==> src/tbcc_pkg.sv <==
// package for the two-channel capture/compare timer: register map, field layout, reset values
package tbcc_pkg;

  ////////////////////////////////////////////////////////////////////////////////
  // register offsets (byte addresses on the register port)
  localparam logic [7:0] ADDR_STAT_CTRL = 8'h40;
  localparam logic [7:0] ADDR_CNT_HI = 8'h41;
  localparam logic [7:0] ADDR_CNT_LO = 8'h42;
  localparam logic [7:0] ADDR_LIM_HI = 8'h43;
  localparam logic [7:0] ADDR_LIM_LO = 8'h44;
  localparam logic [7:0] ADDR_CH0_SC = 8'h45;
  localparam logic [7:0] ADDR_CH0_VHI = 8'h46;
  localparam logic [7:0] ADDR_CH0_VLO = 8'h47;
  localparam logic [7:0] ADDR_CH1_SC = 8'h48;
  localparam logic [7:0] ADDR_CH1_VHI = 8'h49;
  localparam logic [7:0] ADDR_CH1_VLO = 8'h4A;

  ////////////////////////////////////////////////////////////////////////////////
  // timer status/control fields
  localparam int SC_ROLL_FLAG = 7;
  localparam int SC_ROLL_IE = 6;
  localparam int SC_HALT = 5;
  localparam int SC_CLEAR = 4;
  localparam int SC_PS_LSB = 0;

  // channel status/control fields
  localparam int CH_FLAG = 7;
  localparam int CH_IE = 6;
  localparam int CH_BUF = 5;
  localparam int CH_MSA = 4;
  localparam int CH_ELS_LSB = 2;
  localparam int CH_TOV = 1;
  localparam int CH_MAX = 0;

  ////////////////////////////////////////////////////////////////////////////////
  // codes and reset values
  localparam logic [2:0] PS_EXTERNAL = 3'h7;
  localparam logic [2:0] PS_RESET = 3'h0;
  localparam logic HALT_RESET = 1'b1;
  localparam logic [15:0] LIMIT_RESET = 16'hFFFF;
  localparam logic [15:0] CNT_RESET = 16'h0000;
  localparam logic [1:0] ELS_OFF = 2'h0;
  localparam logic [1:0] ELS_RISE_TOGGLE = 2'h1;
  localparam logic [1:0] ELS_FALL_CLEAR = 2'h2;
  localparam logic [1:0] ELS_BOTH_SET = 2'h3;

  typedef struct packed {
    logic flag;
    logic arm;
    logic ie;
    logic msb;
    logic msa;
    logic [1:0] els;
    logic tov;
    logic max;
    logic max_eff;
    logic [15:0] val;
    logic cmp_lock;
    logic cap_lock;
    logic out;
    logic oe;
    logic irq;
    logic [2:0] pin_s;
  } tbcc_chan_t;

  typedef struct packed {
    logic [7:0] rdata;
    logic [15:0] cnt;
    logic [15:0] lim;
    logic [5:0] pre;
    logic [2:0] ps;
    logic halt;
    logic roll_ie;
    logic roll_flag;
    logic roll_arm;
    logic lim_lock;
    logic lo_latched;
    logic [7:0] lo_latch;
    logic buf_sel;
    logic buf_pend;
    logic roll_irq;
    logic [2:0] ext_s;
    tbcc_chan_t [1:0] ch;
  } tbcc_state_t;

endpackage

==> src/tbcc_top.sv <==
// two-channel capture/compare timer with prescaler, modulo limit and byte register port
//
// Function
// halt plus clear in one write stops the counter at zero.
// clock_source_select picks bus clock divided by 1..64, or external count clock.
// reset clears clock_source_select, giving the undivided bus clock.
// high-byte count read latches low byte until low byte is read.
// count registers read-only, zero after reset and after counter_clear.
// counter equal to limit sets rollover_flag; next tick restarts from zero.
// limit high write suppresses rollover_flag and its request until low write.
// reset sets every limit bit to one.
// event flag set on capture edge, or on counter match in compare.
// flag clears only by read-with-flag then write zero; new event wins.
// channel_irq_enable gates the channel request; reset clears it.
// buffered_select on channel 0 disables channel 1 register and pin.
// with edge_level_select nonzero, mode_select_a picks compare (1) or capture (0).
// with edge_level_select zero, mode_select_a presets output low (1) or high (0).
// edge_level_select zero leaves pin to port; preset state kept; reset clears.
// capture edges: 01 rising, 10 falling, 11 either.
// compare actions: 01 toggle, 10 clear, 11 set.
// toggle_on_rollover toggles compare output each rollover; no effect on capture.
// rollover action beats compare action in the same cycle.
// full_duty_force holds PWM at 100%, effective from next PWM cycle; code forces it only while toggle_on_rollover is clear.
// the source holds a capture pin stable two clocks before capture enabling.
// buffered_select links channels; channel 0 values control first.
// counter_clear zeroes counter and prescaler, self-clears, reads zero.
// counter increments on each selected clock tick while not halted.
`timescale 1ns/1ps

module tbcc_top (
  input wire logic CLK_SYS_I,
  input wire logic SYS_RST_I,
  input wire logic [7:0] ADDR_I,
  input wire logic [7:0] WDATA_I,
  input wire logic WR_I,
  input wire logic RD_I,
  input wire logic EXT_CLK_I,
  input wire logic [1:0] CH_PIN_I,
  output logic [7:0] RDATA_O,
  output logic [1:0] CH_PIN_O,
  output logic [1:0] CH_PIN_OE_O,
  output logic ROLL_IRQ_O,
  output logic [1:0] CH_IRQ_O
);

  ////////////////////////////////////////////////////////////////////////////////
  // helpers

  // tick of the selected source; prescaler taps are all-ones of its low bits
  function automatic logic src_tick(input logic [2:0] ps, input logic [5:0] pre,
                                    input logic ext_rise);
    logic hit;
    hit = 1'b1;
    for (int k = 0; k < 6; k++) begin
      if (k < int'(ps) && !pre[k]) begin
        hit = 1'b0;
      end
    end
    if (ps == tbcc_pkg::PS_EXTERNAL) begin
      hit = ext_rise;
    end
    return hit;
  endfunction

  function automatic logic edge_hit(input logic [1:0] els, input logic prev, input logic cur);
    logic r;
    unique case (els)
      tbcc_pkg::ELS_RISE_TOGGLE: r = cur & ~prev;
      tbcc_pkg::ELS_FALL_CLEAR: r = ~cur & prev;
      tbcc_pkg::ELS_BOTH_SET: r = cur ^ prev;
      tbcc_pkg::ELS_OFF: r = 1'b0;
    endcase
    return r;
  endfunction

  function automatic logic cmp_action(input logic [1:0] els, input logic out);
    logic r;
    unique case (els)
      tbcc_pkg::ELS_RISE_TOGGLE: r = ~out;
      tbcc_pkg::ELS_FALL_CLEAR: r = 1'b0;
      tbcc_pkg::ELS_BOTH_SET: r = 1'b1;
      tbcc_pkg::ELS_OFF: r = out;
    endcase
    return r;
  endfunction

  function automatic logic [7:0] chan_sc(input tbcc_pkg::tbcc_chan_t c);
    return {c.flag, c.ie, c.msb, c.msa, c.els, c.tov, c.max};
  endfunction

  ////////////////////////////////////////////////////////////////////////////////
  // state

  tbcc_pkg::tbcc_state_t s_q;
  tbcc_pkg::tbcc_state_t s_d;

  logic tick;
  logic roll;
  logic wr_sc;
  logic clr_req;
  logic ext_rise;
  logic buffered;
  logic [1:0] ch_en;
  logic [1:0] is_cap;
  logic [1:0] is_cmp;
  logic [1:0] cap_ev;
  logic [1:0] cmp_ev;
  logic [1:0] roll_tg;
  logic [15:0] cmp_val;
  logic [7:0] sc_addr [2];
  logic [7:0] vhi_addr [2];
  logic [7:0] vlo_addr [2];

  assign sc_addr[0] = tbcc_pkg::ADDR_CH0_SC;
  assign sc_addr[1] = tbcc_pkg::ADDR_CH1_SC;
  assign vhi_addr[0] = tbcc_pkg::ADDR_CH0_VHI;
  assign vhi_addr[1] = tbcc_pkg::ADDR_CH1_VHI;
  assign vlo_addr[0] = tbcc_pkg::ADDR_CH0_VLO;
  assign vlo_addr[1] = tbcc_pkg::ADDR_CH1_VLO;

  always_comb begin
    s_d = s_q;

    // pin synchronisers: stage 0 feeds stage 1 only; stage 2 is the edge history
    s_d.ext_s = {s_q.ext_s[1:0], EXT_CLK_I};
    for (int i = 0; i < 2; i++) begin
      s_d.ch[i].pin_s = {s_q.ch[i].pin_s[1:0], CH_PIN_I[i]};
    end
    ext_rise = s_q.ext_s[1] & ~s_q.ext_s[2];

    ////////////////////////////////////////////////////////////////////////////
    // counter and prescaler
    wr_sc = WR_I && ADDR_I == tbcc_pkg::ADDR_STAT_CTRL;
    clr_req = wr_sc && WDATA_I[tbcc_pkg::SC_CLEAR];
    tick = !s_q.halt && src_tick(s_q.ps, s_q.pre, ext_rise); // see R2
    roll = tick && s_q.cnt == s_q.lim;
    if (clr_req) begin
      s_d.cnt = tbcc_pkg::CNT_RESET; // see R23 see R5
      s_d.pre = '0;
    end else if (!s_q.halt) begin
      s_d.pre = s_q.pre + 6'h01;
      if (roll) begin
        s_d.cnt = tbcc_pkg::CNT_RESET;
      end else if (tick) begin
        s_d.cnt = s_q.cnt + 16'h0001;
      end
    end

    ////////////////////////////////////////////////////////////////////////////
    // timer status/control and limit writes
    if (wr_sc) begin
      s_d.roll_ie = WDATA_I[tbcc_pkg::SC_ROLL_IE];
      s_d.halt = WDATA_I[tbcc_pkg::SC_HALT];
      s_d.ps = WDATA_I[tbcc_pkg::SC_PS_LSB +: 3];
      s_d.roll_arm = 1'b0;
      if (!WDATA_I[tbcc_pkg::SC_ROLL_FLAG] && s_q.roll_arm) begin
        s_d.roll_flag = 1'b0;
      end
    end
    if (WR_I && ADDR_I == tbcc_pkg::ADDR_LIM_HI) begin
      s_d.lim[15:8] = WDATA_I;
      s_d.lim_lock = 1'b1;
    end
    if (WR_I && ADDR_I == tbcc_pkg::ADDR_LIM_LO) begin
      s_d.lim[7:0] = WDATA_I;
      s_d.lim_lock = 1'b0;
    end
    // the set wins over a clear in the same cycle
    if (roll && !s_q.lim_lock) begin
      s_d.roll_flag = 1'b1; // see R6
    end
    s_d.roll_irq = s_d.roll_flag && s_d.roll_ie;

    ////////////////////////////////////////////////////////////////////////////
    // channels
    buffered = s_q.ch[0].msb;
    // buffered pair swaps to the value written last at each rollover
    if (roll) begin
      s_d.buf_sel = s_q.buf_pend;
    end
    cmp_val = (buffered && s_q.buf_sel) ? s_q.ch[1].val : s_q.ch[0].val;
    ch_en[0] = 1'b1;
    ch_en[1] = !buffered;
    for (int i = 0; i < 2; i++) begin
      is_cap[i] = ch_en[i] && !s_q.ch[i].msb && !s_q.ch[i].msa &&
                  s_q.ch[i].els != tbcc_pkg::ELS_OFF;
      is_cmp[i] = ch_en[i] && (s_q.ch[i].msb || s_q.ch[i].msa) &&
                  s_q.ch[i].els != tbcc_pkg::ELS_OFF;
      // halt and a pending high-byte read both hold off captures
      cap_ev[i] = is_cap[i] && !s_q.halt && !s_q.ch[i].cap_lock &&
                  edge_hit(s_q.ch[i].els, s_q.ch[i].pin_s[2], s_q.ch[i].pin_s[1]);
      cmp_ev[i] = is_cmp[i] && tick && !s_q.ch[i].cmp_lock &&
                  s_q.cnt == (i == 0 ? cmp_val : s_q.ch[i].val);
      roll_tg[i] = is_cmp[i] && roll && s_q.ch[i].tov;

      // register writes
      if (WR_I && ADDR_I == sc_addr[i] && ch_en[i]) begin
        s_d.ch[i].ie = WDATA_I[tbcc_pkg::CH_IE];
        s_d.ch[i].msb = (i == 0) ? WDATA_I[tbcc_pkg::CH_BUF] : 1'b0;
        s_d.ch[i].msa = WDATA_I[tbcc_pkg::CH_MSA];
        s_d.ch[i].els = WDATA_I[tbcc_pkg::CH_ELS_LSB +: 2];
        s_d.ch[i].tov = WDATA_I[tbcc_pkg::CH_TOV];
        s_d.ch[i].max = WDATA_I[tbcc_pkg::CH_MAX];
        s_d.ch[i].arm = 1'b0;
        if (!WDATA_I[tbcc_pkg::CH_FLAG] && s_q.ch[i].arm) begin
          s_d.ch[i].flag = 1'b0;
        end
      end
      if (WR_I && ADDR_I == vhi_addr[i]) begin
        s_d.ch[i].val[15:8] = WDATA_I;
        s_d.ch[i].cmp_lock = 1'b1;
      end
      if (WR_I && ADDR_I == vlo_addr[i]) begin
        s_d.ch[i].val[7:0] = WDATA_I;
        s_d.ch[i].cmp_lock = 1'b0;
        s_d.buf_pend = (i == 1);
      end
      if (RD_I && ADDR_I == vhi_addr[i] && is_cap[i]) begin
        s_d.ch[i].cap_lock = 1'b1;
      end
      if (RD_I && ADDR_I == vlo_addr[i]) begin
        s_d.ch[i].cap_lock = 1'b0;
      end
      if (cap_ev[i]) begin
        s_d.ch[i].val = s_q.cnt;
      end
      if (cap_ev[i] || cmp_ev[i]) begin
        s_d.ch[i].flag = 1'b1; // see R9
      end

      // full duty only changes at a PWM cycle boundary
      if (roll) begin
        s_d.ch[i].max_eff = s_q.ch[i].max;
      end

      // output level
      if (s_q.ch[i].els == tbcc_pkg::ELS_OFF) begin
        s_d.ch[i].out = !s_q.ch[i].msa; // see R14
      end else if (is_cmp[i] && s_q.ch[i].max_eff && !s_q.ch[i].tov) begin
        s_d.ch[i].out = 1'b1;
      end else if (roll_tg[i]) begin
        s_d.ch[i].out = ~s_q.ch[i].out; // see R18
      end else if (cmp_ev[i]) begin
        s_d.ch[i].out = cmp_action(s_q.ch[i].els, s_q.ch[i].out);
      end
      s_d.ch[i].oe = ch_en[i] && is_cmp[i]; // see R15
      s_d.ch[i].irq = s_d.ch[i].flag && s_d.ch[i].ie;
    end

    ////////////////////////////////////////////////////////////////////////////
    // reads; data stands only in the cycle after the strobe
    s_d.rdata = 8'h00;
    if (RD_I) begin
      unique case (ADDR_I)
        tbcc_pkg::ADDR_STAT_CTRL: begin
          s_d.rdata = {s_q.roll_flag, s_q.roll_ie, s_q.halt, 2'b00, s_q.ps};
          s_d.roll_arm = s_q.roll_flag;
        end
        tbcc_pkg::ADDR_CNT_HI: begin
          s_d.rdata = s_q.cnt[15:8];
          if (!s_q.lo_latched) begin
            s_d.lo_latch = s_q.cnt[7:0];
            s_d.lo_latched = 1'b1;
          end
        end
        tbcc_pkg::ADDR_CNT_LO: begin
          s_d.rdata = s_q.lo_latched ? s_q.lo_latch : s_q.cnt[7:0];
          s_d.lo_latched = 1'b0;
        end
        tbcc_pkg::ADDR_LIM_HI: s_d.rdata = s_q.lim[15:8];
        tbcc_pkg::ADDR_LIM_LO: s_d.rdata = s_q.lim[7:0];
        tbcc_pkg::ADDR_CH0_SC: begin
          s_d.rdata = chan_sc(s_q.ch[0]);
          s_d.ch[0].arm = s_q.ch[0].flag;
        end
        tbcc_pkg::ADDR_CH1_SC: begin
          if (ch_en[1]) begin
            s_d.rdata = chan_sc(s_q.ch[1]);
            s_d.ch[1].arm = s_q.ch[1].flag;
          end
        end
        tbcc_pkg::ADDR_CH0_VHI: s_d.rdata = s_q.ch[0].val[15:8];
        tbcc_pkg::ADDR_CH0_VLO: s_d.rdata = s_q.ch[0].val[7:0];
        tbcc_pkg::ADDR_CH1_VHI: s_d.rdata = s_q.ch[1].val[15:8];
        tbcc_pkg::ADDR_CH1_VLO: s_d.rdata = s_q.ch[1].val[7:0];
        default: s_d.rdata = 8'h00;
      endcase
    end
    // counter_clear drops any half-done count read
    if (clr_req) begin
      s_d.lo_latched = 1'b0;
    end
  end

  ////////////////////////////////////////////////////////////////////////////////
  // registers

  always_ff @(posedge CLK_SYS_I or posedge SYS_RST_I) begin
    if (SYS_RST_I) begin
      s_q <= '0;
      s_q.cnt <= tbcc_pkg::CNT_RESET;
      s_q.lim <= tbcc_pkg::LIMIT_RESET;
      s_q.ps <= tbcc_pkg::PS_RESET;
      s_q.halt <= tbcc_pkg::HALT_RESET;
      s_q.ch[0].out <= 1'b1;
      s_q.ch[1].out <= 1'b1;
    end else begin
      s_q <= s_d;
    end
  end

  assign RDATA_O = s_q.rdata;
  assign CH_PIN_O = {s_q.ch[1].out, s_q.ch[0].out};
  assign CH_PIN_OE_O = {s_q.ch[1].oe, s_q.ch[0].oe};
  assign ROLL_IRQ_O = s_q.roll_irq;
  assign CH_IRQ_O = {s_q.ch[1].irq, s_q.ch[0].irq};

endmodule

==> config.mk <==
export PLATFORM = sky130hd
export DESIGN_NAME = tbcc_top
export DESIGN_NICKNAME = d
export VERILOG_FILES = /design/src/tbcc_pkg.sv /design/src/tbcc_top.sv
export SDC_FILE = /design/constraint.sdc
export NUM_CORES = 1
export LEC_CHECK = 0
export BUFFER_PORTS_ARGS = -buffer_cell sky130_fd_sc_hd__buf_4
export CAP_MARGIN = 5
export CORE_ASPECT_RATIO = 1.2
export CORE_UTILIZATION = 44
export DETAILED_ROUTE_END_ITERATION = 8
export SETUP_SLACK_MARGIN = 0.2
export SYNTH_ARGS = -nofsm -noshare
export SYNTH_HDL_FRONTEND = slang
export SYNTH_SLANG_ARGS = --single-unit
==> constraint.sdc <==
create_clock -name CLK_SYS_I -period 4.4 [get_ports CLK_SYS_I]
set_input_delay 0.22 -clock CLK_SYS_I [delete_from_list [all_inputs] [get_ports CLK_SYS_I]]
set_output_delay 0.22 -clock CLK_SYS_I [all_outputs]
set_load 0.02 [all_outputs]
==> results.cfg, run 1 <==
[finish]
area_delta_synth_final_pct = 13.6
num-fill-cells = 1535
drive_above_1_share_pct = 22.5
fin_nets = 817
multiInputGateArea_um2 = 3920
mostFrequentLayoutCell = dfrtp_1
mostFrequentLayoutCells = dfrtp_1, nand2_1, buf_4
regArea_um2 = 3430

[timing]
setup_slack_ps = 1520
max-slew-margin-rel_pct = 27.8
clock_skew_ps = 7.81
fin_tns_setup_ps = 0
drv_slew = 0
hold_violations = 0
fmax_mhz = 347
rsz0062_at_grt = no
fin_crit_ps = 2880
worst_slew_pin_slew_ps = 1070
setup_viol = 0
period_share_pct = 65.4

[clock_tree]
htreeDepth = 4
cts_hold_buf = 4
cts_tree = built
cts_inserted_buffers = 17
clock-root-buffer = clkbuf_16
cts.sinks = 136
cts_setup_buffers = 0
clk_latency_ps = 430
clk_pin_slew_worst_paths_ps = 60
cts_resized = 0
clk_path_buf_depth = 2

[synthesis]
synth_top_area_share_pct = 37.9
yosysWarnings = 0
synth_top_family_by_area = simple AND/OR/NAND/NOR gates
synth-compound-area-share_pct = 14.3
syn_inst = 784
syn-num-nets = 813
ys_types = 68
synth.top_cells.by_area = dfrtp_1, mux2_2, dfstp_2
muxShareOfSynthArea_pct = 13.5
yosys.area_share.simple_pct = 14.9
synth-edff-count = 0
yosys_most_used_dff = dfrtp_1
async_reset_ff_share_pct = 100
yosys.area_share.adder_pct = 0.972
ys_seq_elements = 136
postSynthAreaPerCell_um2 = 9.85
synth-xor-area-share_pct = 6.69
ys_seq_area_share_pct = 44.4
synth.cell_area_um2 = 7730
synth_top_area_cell = dfrtp_1

[detailed_routing]
postRouteAntennaNets = 0
dr.first_iter.drc_count = 735
via_per_inst = 6.29
via_count = 6414
avgRoutedWirePerCell_um = 25.5
drc = 1
dr.pass1.iters = 9
wirelength_mm = 26.0

[grt]
busiest_layer = met2
grt_pass1_vias = 6268
grt_usage_pct = 30.1
use_met1_pct = 38.5
use_met3_pct = 6.64
overflow = 0
grt_max_degree = 91
grt_pass1_wl_mm = 39.1
met2_usage_pct = 46.8
antenna_found_initial = 1

[floorplan]
core-area_um2 = 17000
start_util_pct = 45.3
fp.dieW_um = 123
rows = 52
ios = 38
die_y_um = 147
die_area_um2 = 18100

[min_path]
min_path_type = in -> reg

[power]
leakagePower_nw = 3.70
internal_power_mw = 2.76
p_per_area_nw_per_um2 = 462
p_sw_share_pct = 31.8
p_seq_share_pct = 42.6
ir_drop_v = 0.000277
clock_power_share_pct = 37.2
pwr-share-comb_pct = 20.2
p_sw_mw = 1.29

[run]
maxCapViolCount = 0

[place]
globalplace.congestion = 0.950
hpwl_mm = 18.2
dp_slack_ps = 1470
port_buffers = 37

[outcome]
status = finished, violations left
violations = DRC

[critical_path]
required_ps = 4760
critical_path.max_fanout = 8
critPathLaunchType = flip-flop
crit_arrival_ps = 3240
critPathKind = reg -> reg
endpoint_kind = flip-flop
[cell usage after synthesis (3+ instances only)]
library cell	count
dfrtp_1	117
nand2_1	74
nor2_1	58
o21ai_0	57
mux2_2	49
clkbuf_1	48
xnor2_1	47
mux2i_1	43
a21oi_1	25
nand3_1	20
dfstp_2	19
and3_1	15
buf_2	14
buf_4	14
inv_1	13
xor2_1	12
nand4_1	11
a22o_1	9
nor2b_1	9
nor3_1	9
a22oi_1	8
a31oi_1	8
a32o_1	8
and2_1	7
o211ai_1	7
ha_1	6
nor4_1	6
a32oi_1	5
o311ai_0	5
a31o_2	4
o31ai_1	4
a21bo_2	3
a41oi_1	3
nor3b_1	3
[area by class of cell]
cell class              instances  area share (%)
repair buffers                 63            5.50
clock buffers                  21            5.02
well taps                     216            3.08
inverters                      13           0.613
diodes                          2          0.0570
multi-input cells             557            44.7
flip-flops and latches        136            39.1
clock inverters                11            1.98
[power groups by stage]
stage / Clock [mW] / Combinational [mW] / Sequential (mW)
after floorplan: 0 / 0.673 / 1.57
after global placement: 0 / 0.787 / 1.72
after detailed placement: 0 / 0.806 / 1.74
after CTS: 1.52 / 0.816 / 1.71
after global routing: 1.58 / 0.897 / 1.75
final: 1.51 / 0.819 / 1.73
[worst max-delay path, cell delays in order, from the launching register on]
cell     delay [ps]
dfrtp_1         480
and3_1          250
o21a_1          190
or4b_2          660
nor4_1          840
a211o_1         260
and2_1          140
[routing by layer]
layer	part of all wire [%]	vias to the layer above	routed length [um]
met1	40	3174	10500
met5	0	-	0
met3	7.2	89	1880
met4	5.8	0	1500
met2	47	355	12100
li1	-	2796	-
[logic make-up after synthesis]
family,count (synthesis)
simple gates,231
compound gates,166
flops,136
mux,95
buf+inv,91
xor+xnor,59
fa+ha+maj,6
[worst paths after layout]
check	from	end	slack (ps)	cells after the start
worst min-delay path	WDATA_I[7]	s_q[112]$_DFFE_PP1P_	90	2
worst min register to register	s_d[1]$_DFF_PP0_	s_d[2]$_DFF_PP0_	350	0
min in group asynchronous	SYS_RST_I	s_q[72]$_DFFE_PP0P_	510	3
max in group asynchronous	SYS_RST_I	s_q[86]$_DFF_PP0_	2730	4
worst max-delay path	s_q[73]$_DFFE_PP0P_	CH_IRQ_O[0]$_DFF_PP0_	1520	6
worst max register to register	s_q[73]$_DFFE_PP0P_	CH_IRQ_O[0]$_DFF_PP0_	1520	6
[flip-flops by register name, summed over array words and instances (netlist names)]
| name | flops |
|---|---|
| buffered | 1 |
| s_q | 114 |
| ROLL_IRQ_O | 1 |
| CH_PIN_O | 2 |
| s_d | 6 |
| RDATA_O | 8 |
| CH_PIN_OE_O | 2 |
| CH_IRQ_O | 2 |
[through the flow]
step                hold slack [ps]  total power [mW]  utilization, %  instance area [um2]  instances
floorplan                       251              2.24               -                 7730        784
global placement                330              2.51            47.6                 8120        981
detailed placement              330              2.54            47.6                 8120        981
CTS                            72.7              4.05            51.5                 8770       1017
global route                   87.3              4.23            51.5                 8770       1017
finish                         87.6              4.05            51.5                 8780       1019
No activity file was read; power rests on OpenSTA's default activity.
==> run 2: changes to the inputs <==
==> constraint.sdc (replaced) <==
create_clock -name CLK_SYS_I -period 2.9 [get_ports CLK_SYS_I]
set_input_delay 0.145 -clock CLK_SYS_I [delete_from_list [all_inputs] [get_ports CLK_SYS_I]]
set_output_delay 0.145 -clock CLK_SYS_I [all_outputs]
set_load 0.02 [all_outputs]
==> results.cfg, run 2 (same netlist as run 1, synthesis figures left out) <==
[outcome]
status = finished clean

[timing]
fin_tns_setup_ps = 0
fin_crit_ps = 2570
period_share_pct = 88.5
rsz0062_at_grt = no
clock_skew_ps = 7.96
fmax_mhz = 390
setup_slack_ps = 333
setup_viol = 0
hold_violations = 0
drv_slew = 0
worst_slew_pin_slew_ps = 1170
max-slew-margin-rel_pct = 21.7

[floorplan]
fp.dieW_um = 123
die_y_um = 147
ios = 38
start_util_pct = 45.3
rows = 52
core-area_um2 = 17000
die_area_um2 = 18100

[power]
leakagePower_nw = 3.79
p_per_area_nw_per_um2 = 692
ir_drop_v = 0.000442
power_mw = 6.17

[place]
dp_cells = 1001
dp_slack_ps = 183
hpwl_mm = 18.6
port_buffers = 37
globalplace.congestion = 1.06

[detailed_routing]
wirelength_mm = 25.8
postRouteAntennaNets = 0
dr.first_iter.drc_count = 603
via_count = 6421
via_per_inst = 6.19
avgRoutedWirePerCell_um = 24.9
drc = 0
dr.pass1.iters = 8

[grt]
grt_pass1_vias = 6544
overflow = 0
grt_pass1_wl_mm = 39.2
antenna_found_initial = 0
grt_usage_pct = 30.3
grt_max_degree = 137

[clock_tree]
htreeDepth = 4
cts_tree = built
clk_path_buf_depth = 2
cts_inserted_buffers = 17
clock-root-buffer = clkbuf_16
cts.sinks = 136
clk_pin_slew_worst_paths_ps = 60
clk_latency_ps = 440
cts_setup_buffers = 0

[critical_path]
critPathKind = reg -> reg
required_ps = 3270
rr_worst_depth = 6
crit_arrival_ps = 2940
crit_chain = inv_1, o21a_1, or4b_2, nor4_2, a211o_1, and2_1
critical_path.max_fanout = 8
critPathLaunchType = flip-flop
max_stage_delay_ps = 690
endpoint_kind = flip-flop
crit_path_top_delay_cell = or4b_2

[finish]
final_cells = 1037
largest_reg_flops = 114
fin_nets = 837
mostFrequentLayoutCells = dfrtp_1, buf_4, nand2_1
top_register = s_q
area_delta_synth_final_pct = 15.4
num-fill-cells = 1543
diodes = 0
final_util_pct = 52.3
mostFrequentLayoutCell = dfrtp_1
drive_above_1_share_pct = 25.0

[min_path]
whs_path_depth = 2
min_path_type = in -> reg

[run]
maxCapViolCount = 0
run 2: final timing paths:
check | startpoint | end | slack, ps
max in group asynchronous | SYS_RST_I | s_q[25]$_DFFE_PP0P_ | 1850
min | WDATA_I[7] | s_q[112]$_DFFE_PP1P_ | 20
min reg2reg | s_d[1]$_DFF_PP0_ | s_d[2]$_DFF_PP0_ | 350
max reg2reg | s_q[122]$_DFFE_PP0P_ | CH_IRQ_O[0]$_DFF_PP0_ | 330
min in group asynchronous | SYS_RST_I | s_q[42]$_DFFE_PP0P_ | 470
max | s_q[122]$_DFFE_PP0P_ | CH_IRQ_O[0]$_DFF_PP0_ | 330
run 2: stage by stage:
step / hold slack (ps) / instance area, um2
CTS: 2.75 / 8920
detailed placement: 256 / 8280
global route: 6.09 / 8920
floorplan: 176 / 7730
global placement: 255 / 8280
finish: 17.4 / 8920
run 2: metal layers:
metal | up-vias | wire (um) | part of all wire [%] | GRT usage (%)
li1 | 2832 | - | - | -
met1 | 3171 | 10100 | 39 | 36.3
met2 | 307 | 12200 | 47 | 47.1
met3 | 111 | 1600 | 6.2 | 6.64
met4 | 0 | 1870 | 7.2 | 22.7
met5 | - | 0 | 0 | 0
run 2: final cells by class:
class	count	area, um2	share of cell area [%]
multi-input combinational	557	3930	44.1
sequential	136	3430	38.4
timing repair buffer	83	646	7.24
clock buffer	17	425	4.77
tap	216	270	3.03
clock inverter	15	166	1.87
inverter	13	52.6	0.589
run 2: what timing repair did:
| item | in CTS | in global routing |
|---|---|---|
| setup endpoints to repair | 2 | 0 |
| resized for setup | 1 | 0 |
| hold buffers | 4 | 0 |
| hold endpoints to repair | 93 | 0 |
run 2: power by group:
group	switching, mW	internal (mW)
Sequential	0.333	2.18
Combinational	0.810	0.636
Clock	0.924	1.28
Total	2.07	4.10
run 2: critical path, delay by kind of cell, from the launching register on:
family                 cells  cell delay (ps)
DFF                        1              610
buffers and inverters      1              180
and+or+nand+nor            3             1350
AOI/OAI and AO/OA          2              370
